$ cat config.mk
export PLATFORM = sky130hd
export DESIGN_NAME = ssdes_top
export DESIGN_NICKNAME = d
export VERILOG_FILES = /design/src/ssdes_pkg.sv /design/src/ssdes_top.sv /design/src/ssdes_skid.sv
export SDC_FILE = /design/constraint.sdc
export NUM_CORES = 1
export LEC_CHECK = 0
export ABC_CLOCK_PERIOD_IN_PS = 12800
export BUFFER_PORTS_ARGS = -buffer_cell sky130_fd_sc_hd__buf_2
export CORE_MARGIN = 2
export CORE_UTILIZATION = 49
export DETAILED_ROUTE_END_ITERATION = 7
export PLACE_DENSITY = 0.69
export SYNTH_ARGS = -nofsm -noshare
export SYNTH_HDL_FRONTEND = slang
export SYNTH_SLANG_ARGS = --single-unit
$ cat constraint.sdc
create_clock -name clk -period 12.8 [get_ports clk]
set_clock_uncertainty 0.1 [all_clocks]
set_input_delay 1.92 -clock clk [delete_from_list [all_inputs] [get_ports clk]]
set_output_delay 1.92 -clock clk [all_outputs]
set_load 0.05 [all_outputs]
$ cat src/ssdes_pkg.sv
// Shared constants and types for the spread-spectrum deserializer
package ssdes_pkg;

    // Word and lane layout
    localparam int WORD_W    = 21;
    localparam int LANES     = 3;
    localparam int LANE_BITS = 7;
    localparam int SLOTS     = 8;
    localparam int FLAG_BIT  = 7;
    localparam int VSYNC_BIT = 13;
    localparam int HSYNC_BIT = 6;

    // Spreading FIFO
    localparam int FIFO_DEPTH = 8;

    // Modulation timing, reference point in kHz
    localparam int LINK_REF_KHZ = 33000;
    localparam int MOD_REF_KHZ  = 32;
    localparam int MOD_WORDS    = LINK_REF_KHZ / MOD_REF_KHZ;
    localparam int MOD_HALF     = MOD_WORDS / 2;
    localparam int MOD_QTR      = MOD_HALF / 2;

    // Output period kept in 1/64 of a clock cycle
    localparam int FRAC_SH = 6;
    localparam logic [15:0] FRAC_ONE = 16'h0040;

    // Link-loss timeout, in clock cycles
    localparam logic [7:0] LOSS_CYCLES = 8'h40;

    // Synchroniser bundle field positions
    localparam int SY_LCLK = 0;
    localparam int SY_LANE = 1;
    localparam int SY_BAL  = 4;
    localparam int SY_SPR  = 5;
    localparam int SY_PD   = 7;
    localparam int SYNC_W  = 8;

    // Reset values
    localparam logic [3:0] PHASE_RST = 4'h8;

    typedef enum logic [1:0] {
        SSDES_SPREAD_OFF = 2'b00,
        SSDES_SPREAD_2   = 2'b01,
        SSDES_SPREAD_4   = 2'b10,
        SSDES_SPREAD_RSV = 2'b11
    } ssdes_spread_t;

endpackage

$ cat src/ssdes_top.sv
// Spread-spectrum 21-bit deserializer core
//
// What this block does
// - Three serial lanes become one 21-bit parallel output word.
// - Forwarded link clock alone times deserialization; no recovery from data lanes.
// - Output clock and data spread by plus/minus two, four percent, or none.
// - Modulation runs 32 kHz at 33 MHz link, scaling with link rate.
// - Spreading works in both balanced and unbalanced coding.
// - Vertical sync bit 13, horizontal bit 6 clear the FIFO each frame.
// - The FIFO clear happens in vertical blanking, losing no picture data.
// - Balanced or unbalanced coding selectable; far end must match.
// - Output data stable for capture on falling edge of output clock.
// - Power-down low releases all data and clock outputs to high impedance.
// - Unbalanced coding: idle serial inputs give defined all-zero output.
`timescale 1ns/10ps
module ssdes_top #(
    parameter int DEPTH = ssdes_pkg::FIFO_DEPTH
) (
    input  wire logic                         clk,
    input  wire logic                         reset,
    input  wire logic                         link_clk,
    input  wire logic [ssdes_pkg::LANES-1:0]  lane_in,
    input  wire logic                         balance_en,
    input  wire logic [1:0]                   spread_sel,
    input  wire logic                         power_down_n,
    input  wire logic                         rx_ready,
    output logic [ssdes_pkg::WORD_W-1:0]      parallel_out_bit,
    output logic [ssdes_pkg::WORD_W-1:0]      parallel_out_bit_oe,
    output logic                              out_clk,
    output logic                              out_clk_oe
);

    localparam int AW = $clog2(DEPTH);
    localparam int WW = ssdes_pkg::WORD_W;
    localparam logic [AW:0] HALF_FILL = (AW+1)'(DEPTH / 2);
    localparam logic [AW:0] FULL_XOR  = {1'b1, {AW{1'b0}}};

    generate
        if (DEPTH < 4 || (DEPTH & (DEPTH - 1)) != 0) begin : g_bad_depth
            $error("DEPTH must be a power of two, at least 4");
        end
    endgenerate

    typedef struct packed {
        logic [ssdes_pkg::SYNC_W-1:0]                    s1;
        logic [ssdes_pkg::SYNC_W-1:0]                    s2;
        logic                                            lclk_d;
        logic [3:0]                                      phase;
        logic [7:0]                                      pcount;
        logic [7:0]                                      period;
        logic [7:0]                                      idle;
        logic                                            lost;
        logic [ssdes_pkg::LANES-1:0][ssdes_pkg::SLOTS-1:0] shreg;
        logic [DEPTH-1:0][WW-1:0]                        mem;
        logic [AW:0]                                     wr;
        logic [AW:0]                                     rd;
        logic                                            hold;
        logic                                            vs_d;
        logic                                            hs_d;
        logic [10:0]                                     tri_pos;
        logic [15:0]                                     acc;
        logic                                            oclk;
        logic [WW-1:0]                                   data;
    } ssdes_st_t;

    ssdes_st_t r;
    ssdes_st_t n;

    logic                        rise;
    logic                        bal;
    logic [3:0]                  cur_slot;
    logic                        slot_on;
    logic                        word_done;
    logic [ssdes_pkg::SLOTS-1:0] sym;
    logic [WW-1:0]               word;
    logic                        full;
    logic                        fifo_valid;
    logic                        buf_in_ready;
    logic                        buf_out_valid;
    logic [WW-1:0]               buf_out_data;
    logic                        buf_out_ready;
    logic                        tick;
    logic [10:0]                 maxdev;
    logic [10:0]                 fold;
    logic signed [11:0]          centred;
    logic signed [23:0]          prod;
    logic signed [17:0]          len_s;
    logic [15:0]                 cur_len;
    logic [15:0]                 acc_add;
    ssdes_pkg::ssdes_spread_t    spread;

    assign full       = ((r.wr ^ r.rd) == FULL_XOR);
    assign fifo_valid = (r.wr != r.rd) && !r.hold;
    assign spread     = ssdes_pkg::ssdes_spread_t'(r.s2[ssdes_pkg::SY_SPR +: 2]);

    ////////////////////////////////////////////////////////////////////////////
    // Spread modulation: triangle over the link-word count
    always_comb begin
        unique case (spread)
            ssdes_pkg::SSDES_SPREAD_2: maxdev = {3'h0, r.period} + {5'h00, r.period[7:2]};
            ssdes_pkg::SSDES_SPREAD_4: maxdev = {2'h0, r.period, 1'b0} + {4'h0, r.period[7:1]};
            ssdes_pkg::SSDES_SPREAD_OFF,
            ssdes_pkg::SSDES_SPREAD_RSV: maxdev = 11'h000;
        endcase
        // Position counts link words, so the rate follows the link clock
        if (r.tri_pos < 11'(ssdes_pkg::MOD_HALF)) begin
            fold = r.tri_pos;
        end else begin
            fold = 11'(ssdes_pkg::MOD_WORDS - 1) - r.tri_pos;
        end
        centred = $signed({1'b0, fold}) - 12'(ssdes_pkg::MOD_QTR);
        prod    = centred * $signed({1'b0, maxdev});
        // Spread steps approximate 2 and 4 percent with shifts, no divider
        len_s   = $signed({4'h0, r.period, 6'h00}) + 18'(prod >>> 8);
        cur_len = len_s[15:0];
        acc_add = r.acc + ssdes_pkg::FRAC_ONE;
        tick    = (r.period != 8'h00) && (acc_add >= cur_len);
    end

    assign buf_out_ready = tick & rx_ready;

    ////////////////////////////////////////////////////////////////////////////
    // Next-state logic
    always_comb begin
        n   = r;
        sym = '0;
        word = '0;
        n.s1 = {power_down_n, spread_sel, balance_en, lane_in, link_clk};
        n.s2 = r.s1;
        n.lclk_d = r.s2[ssdes_pkg::SY_LCLK];
        rise = r.s2[ssdes_pkg::SY_LCLK] & ~r.lclk_d;
        bal  = r.s2[ssdes_pkg::SY_BAL];

        // Link period measurement and loss watch
        if (rise) begin
            n.pcount = 8'h00;
            // First rise after reset or loss has no valid start point, so wait one period
            if (r.lost) begin
                n.period = 8'h00;
            end else begin
                n.period = (r.pcount == 8'hff) ? 8'hff : r.pcount + 8'h01;
            end
            n.idle   = 8'h00;
            n.lost   = 1'b0;
        end else begin
            if (r.pcount != 8'hff) begin
                n.pcount = r.pcount + 8'h01;
            end
            if (r.idle != ssdes_pkg::LOSS_CYCLES) begin
                n.idle = r.idle + 8'h01;
            end else begin
                n.lost = 1'b1;
            end
        end

        // Bit slots counted from the sampled link clock edge
        cur_slot = rise ? 4'h0 : r.phase;
        slot_on  = (cur_slot < 4'(ssdes_pkg::SLOTS));
        if (rise) begin
            n.phase = 4'h1;
        end else if (slot_on) begin
            n.phase = r.phase + 4'h1;
        end
        word_done = slot_on && (cur_slot == 4'(ssdes_pkg::SLOTS - 1));
        for (int k = 0; k < ssdes_pkg::LANES; k++) begin
            if (slot_on) begin
                n.shreg[k] = {r.s2[ssdes_pkg::SY_LANE + k], r.shreg[k][ssdes_pkg::SLOTS-1:1]};
            end
            sym = n.shreg[k];
            if (bal && sym[ssdes_pkg::FLAG_BIT]) begin
                word[k*ssdes_pkg::LANE_BITS +: ssdes_pkg::LANE_BITS] = ~sym[ssdes_pkg::LANE_BITS-1:0];
            end else begin
                word[k*ssdes_pkg::LANE_BITS +: ssdes_pkg::LANE_BITS] = sym[ssdes_pkg::LANE_BITS-1:0];
            end
        end

        // FIFO drain into the output buffer
        if (fifo_valid && buf_in_ready) begin
            n.rd = r.rd + (AW+1)'(1);
        end

        // FIFO fill and per-frame clear
        if (word_done) begin
            n.tri_pos = (r.tri_pos == 11'(ssdes_pkg::MOD_WORDS - 1)) ? 11'h000 : r.tri_pos + 11'h001;
            if (!full) begin
                n.mem[r.wr[AW-1:0]] = word;
                n.wr = r.wr + (AW+1)'(1);
            end
            n.vs_d = word[ssdes_pkg::VSYNC_BIT];
            n.hs_d = word[ssdes_pkg::HSYNC_BIT];
            // Vsync sits in vertical blanking, so dropping words here costs no picture
            if (word[ssdes_pkg::VSYNC_BIT] && !r.vs_d) begin
                n.rd   = n.wr - HALF_FILL;
                n.hold = 1'b1;
            end else if (r.hold && word[ssdes_pkg::HSYNC_BIT] && !r.hs_d) begin
                n.hold = 1'b0;
            end
        end

        // Output clock: high in first half of each spread period
        if (r.period == 8'h00) begin
            n.acc = 16'h0000;
        end else if (tick) begin
            n.acc = acc_add - cur_len;
        end else begin
            n.acc = acc_add;
        end
        n.oclk = (n.acc < {1'b0, cur_len[15:1]});

        // Data changes with the rising edge, so it is settled by the falling one
        if (r.lost && !bal) begin
            n.data = '0;
        end else if (tick && buf_out_valid && rx_ready) begin
            n.data = buf_out_data;
        end
    end

    ////////////////////////////////////////////////////////////////////////////
    // State register
    always_ff @(posedge clk) begin
        if (reset) begin
            r       <= '0;
            r.phase <= ssdes_pkg::PHASE_RST;
            r.lost  <= 1'b1;
        end else begin
            r <= n;
        end
    end

    ////////////////////////////////////////////////////////////////////////////
    // Output buffer, absorbs receiver stalls
    ssdes_skid #(
        .W (WW)
    ) u_skid (
        .clk       (clk),
        .reset     (reset),
        .in_valid  (fifo_valid),
        .in_ready  (buf_in_ready),
        .in_data   (r.mem[r.rd[AW-1:0]]),
        .out_valid (buf_out_valid),
        .out_ready (buf_out_ready),
        .out_data  (buf_out_data)
    );

    assign parallel_out_bit    = r.data;
    assign out_clk             = r.oclk;
    assign parallel_out_bit_oe = {WW{r.s2[ssdes_pkg::SY_PD]}};
    assign out_clk_oe          = r.s2[ssdes_pkg::SY_PD];

endmodule // ssdes_top

$ cat src/ssdes_skid.sv
// Two-entry valid/ready buffer in the output data path
`timescale 1ns/10ps
module ssdes_skid #(
    parameter int W = 21
) (
    input  wire logic         clk,
    input  wire logic         reset,
    input  wire logic         in_valid,
    output logic              in_ready,
    input  wire logic [W-1:0] in_data,
    output logic              out_valid,
    input  wire logic         out_ready,
    output logic [W-1:0]      out_data
);

    typedef struct packed {
        logic [1:0][W-1:0] mem;
        logic              wp;
        logic              rp;
        logic [1:0]        cnt;
    } ssdes_skid_st_t;

    ssdes_skid_st_t r;
    ssdes_skid_st_t n;
    logic           push;
    logic           pop;

    assign in_ready  = (r.cnt != 2'h2);
    assign out_valid = (r.cnt != 2'h0);
    assign out_data  = r.mem[r.rp];
    assign push      = in_valid & in_ready;
    assign pop       = out_valid & out_ready;

    always_comb begin
        n = r;
        if (push) begin
            n.mem[r.wp] = in_data;
            n.wp        = ~r.wp;
        end
        if (pop) begin
            n.rp = ~r.rp;
        end
        n.cnt = r.cnt + {1'b0, push} - {1'b0, pop};
    end

    always_ff @(posedge clk) begin
        if (reset) begin
            r <= '0;
        end else begin
            r <= n;
        end
    end

endmodule // ssdes_skid

# == After elaboration in Yosys (flattened, before gate mapping) ==
# Index checks and enable logic that the tools add are counted.
# totals
regBits,344
word_cells,150
# op_classes
add_sub_neg,16
mul,1
n_lt_le_gt_ge,10
eq_ne,13
muxes,35
bitwise,11
reduce_logical,30
# op_table
cell,n
172-bit 2-to-1 mux,2
168-bit bitwise mux,1
21-bit 2-to-1 mux,5
21-bit binary-select mux with 3-bit select,1
21-bit demux with 3-bit select,1
42-bit bitwise mux,1
8-bit 2-to-1 mux,5
11-bit one-hot mux with 3 select lines,1
16-bit 2-to-1 mux,2
12-bit by 12-bit multiplier with 24-bit output,1
11-bit 2-to-1 mux,2
21-bit demux with 1-bit select,1
7-bit 2-to-1 mux,3
7-bit inverter,3
4-bit 2-to-1 mux,5
18-bit 2-to-1 mux,1
15-bit by 16-bit adder with 16-bit output,1
16-bit by 7-bit adder with 16-bit output (second input constant),1
8-bit by 1-bit adder with 8-bit output (second input constant),2
16-bit greater-or-equal comparator,1
16-bit by 15-bit less-than comparator with 1-bit output,1
16-bit subtractor,1
1-bit logical AND,15
4-bit by 1-bit adder with 4-bit output (second input constant),3
other kinds (35),56

# == Longest topological paths before layout ==
# logic_depth
word_depth,13
depth_mapped,58

# == By module ==
# Synthesis repeated with hierarchy kept, for this count alone.
# unflattened
cells_unflattened,2553
hier_area_um2,21879.7
# by_module_without_submodules
mod,instances,cells_each,area_per_inst_um2,seq_area_each_um2
ssdes_top,1,2302,19541.2,5965.7
ssdes_skid,1,251,2338.5,920.9

# == Least setup slack after synthesis ==
# OpenSTA, ideal clock, no wires.
# synth_path
path_type,register -> register
from,reg r[42] in the netlist's numbering
to,"reg r, in the netlist out_clk"
setup_time_ns,0.088
arrival_ns,12.095
path_slack_ns,0.517
path_stages_with_launch,50
path_buffers,2
synth_period_minus_slack_ns,12.283
path_cell_list,dfxtp_1 > buf_2 > or4_4 > o41ai_2 > and2b_2 > a21oi_1 > xnor2_1 > nand4_1 > nor2_1 > xor2_1 > nand2_1 > fa_1 > fa_1 > inv_1 > fa_1 > fa_1 > fa_1 > ha_1 > [... 14 more ...] > ha_1 > nand2_1 > or2_2 > o211ai_1 > or4b_1 > o211ai_2 > or3_1 > buf_6 > mux2i_1 > nor2_1 > ha_1 > a21o_1 > a21oi_1 > o21ai_0 > or4_1 > a311oi_1 > o41ai_1 > a311oi_2
# synth_rtl
element,line_no,text
start: declaration,ssdes_top.sv:66,ssdes_st_t r;
start signal: assignment,ssdes_top.sv:226,r <= n;

==> reports/qor.txt <==
Leakage: 9.79 nW
fin area: 23400 sq um
vias per cell: 5.36
multi-input combinational cell area: 13100 sq um
Reg area: 6890 sq um
Bufs and invs on worst path: 4
drt initial violations: 1120
WHS Endpoint: n[281]
post-synth cell types: 84
post-synthesis mux area share: 8.27%
Clock Latency Late Sink: 0.56 ns
# rows: 76
Worst Path Arrival: 12.75 ns
min-delay src: n[282]
Die Wd: 213 microns
WL/cell: 16.0 microns
Die H: 213 microns
area of the die: 45200 sq um
Yosys reg bits: 344
first-pass GRT wire length: 80600 microns
most frequent cells in the layout: 547 x nor2_1, 340 x dfxtp_1, 224 x a21oi_1
Adder-Cell Fraction of Synth Area: 16.7%
xor/xnor share of the synthesized area: 5.17%
fin worst setup slack: 0.419 ns
Total Nets Final: 2700
Primary FF master, synth: dfxtp_1
placed inst area: 21800 sq um
GRT Overall Usage: 22.1%
VDD IR max: 0.0929 mV
Clock Pin Slew Worst Setup and Hold Paths: 0.06 ns
Crit-path slowest cell: or4_4
fmax: 0.0808 GHz
post-synthesis compound-gate area fraction: 10.6%
yosys warns: 0
Synth Area per Inst: 8.57 sq um
post-route ant nets: 0
hold_buf cts: 0
r2r setup slk: 0.42 ns
via count: 16547
Final Cycle Share: 96.7%
syn_nets: 2715
Max-slew headroom: 27.7%
fillcell total: 3926
crit-path max cell delay: 0.59 ns
fin crit period: 12.38 ns
clock buffer count from CTS: 39
GRT overflow: 0
largest family of logic cells by synthesized area: simple AND/OR/NAND/NOR gates
clk sinks: 344
Root Buffer: clkbuf_16
dpl ws: 0.0403 ns
WS Path Type: flop to flop
Worst-Margin Slew: 1.08 ns
Async S/R FF share, synth: 0%
critical path fanouts, max: 7
setup TNS: 0 ns
crit end category: flop
vias in the first global route: 16244
reg2reg path depth: 49
Port Buf Inserts: 54
fin util: 54.5%
ANT cells: 0
Hold Path Depth: 1
pin count of the biggest net entering global routing: 111
synthesized area: 21300 sq um
Max Root-Sink Buffers: 3
post-synthesis sequential area ratio: 32.3%
status: finished clean
r2r endpoint: out_clk
Hold WC Path Type: flop to flop
Starting Density: 49.6%
gpl congestion: 0.851
pins over their slew limit: 0
Startpoint Class: flop
Power Density: 103 nW/um^2
CTS tree: yes
Worst R2R Start: r[42]
Crit path max-delay family: adder cells
Ports: 55
CP most frequent cell: fa_1
Syn Inst Count: 2488
endpoints failing hold: 0
drt first pass iters: 6
Post-Synth Simple-Gate Area: 19.8%
DRC: 0
most common cell after layout, fill and taps aside: nor2_1
total wire length: 49400 microns
EDFF count, synth: 0
Core Region: 43000 sq um
synthesis-to-layout area growth: 9.93%
initial antenna violation count: 0
final setup fails: 0
Critical Path RT: 13.17 ns
final HPWL from detailed placement: 33900 microns
share of cells above drive strength 1: 11.9%
max-cap viol count: 0
H-tree lvl count: 2
cells in the mapped netlist (5+ instances only):
master    count  area share, %
nor4_1        6           0.18
clkbuf_1    116            2.0
or3_1        10           0.29
nand4_1      14           0.41
nor3_1       72            1.7
a22o_1        7           0.29
o21ai_0      31           0.73
nand2b_1     16           0.47
nand3_1      29           0.68
a21o_1       12           0.42
a21boi_0      5           0.18
buf_2         8           0.19
and2_1       16           0.47
or4_1         6           0.21
fa_1        114             11
a21oi_1     226            5.3
xor2_1       68            2.8
xnor2_1      56            2.3
buf_4        44            1.5
nor2_1      549            9.7
o31ai_1       6           0.21
o21bai_1      8           0.28
nor2b_1      66            1.9
dfxtp_1     344             32
inv_1       172            3.0
and3_1       11           0.32
mux2_2       22            1.2
o21a_1        7           0.25
a211oi_1     36            1.3
ha_1        102            6.0
nand3b_1      7           0.25
mux4_2       42            4.4
mux2i_1      57            2.7
nand2_1     130            2.3
layer usage:
metal,vias up,wire (microns),global-route usage (%)
met4,0,1180,7.02
met2,369,23000,36.4
met3,82,2560,3.56
met1,7925,22700,29.7
met5,-,0,0
li1,8171,-,-
area by class of cell:
type | count | share of cell area (%)
tap | 585 | 3.12
timing repair buffer | 120 | 3.31
inverter | 174 | 2.79
clock buffer | 58 | 4.72
clock inverter | 13 | 0.795
multi-input combinational | 1794 | 55.9
sequential | 344 | 29.4
kinds of logic after synthesis:
family	Yosys count
AND/OR/NAND/NOR	956
buffers and inverters	350
XOR/XNOR	125
adder cells (fa/ha/maj)	216
flip-flops	344
AO/OA/AOI/OAI	376
multiplexers	121
registers in the layout, indices dropped and copies added (netlist names):
name	count
r	265
u_skid.r	46
parallel_out_bit	21
n	9
bal	1
out_clk	1
out_clk_oe	1
worst max path at each step:
stage | start | cells past startpoint | endpoint | slack (ns)
after global routing | r[42] | 49 | out_clk | -0.18
after global placement | r[42] | 47 | out_clk | 0.33
after floorplan | r[42] | 49 | out_clk | 0.52
after CTS | r[42] | 48 | out_clk | 0.14
after detailed placement | r[42] | 47 | out_clk | 0.04
final | r[42] | 49 | out_clk | 0.42
what timing repair did:
item | in CTS | in global routing
buffers inserted | 0 | 17
gates resized for setup | 3 | 28
pin swaps | 0 | 18
setup endpoints to repair | 1 | 2
report_power, final:
group	total, mW	internal [mW]	switching, mW
clock	1.13	0.668	0.457
combinational	0.180	0.0678	0.112
sequential	1.11	1.09	0.0136
total	2.41	1.83	0.583
metrics by stage:
stage / instances / hold slack (ns) / power (mW)
after floorplan: 2488 / 0.314 / 1.27
after global placement: 3000 / 0.317 / 1.30
after detailed placement: 3000 / 0.324 / 1.31
after CTS: 3071 / 0.338 / 2.43
after global routing: 3088 / 0.361 / 2.50
final: 3088 / 0.337 / 2.41
No activity file was read; power rests on OpenSTA's default activity.
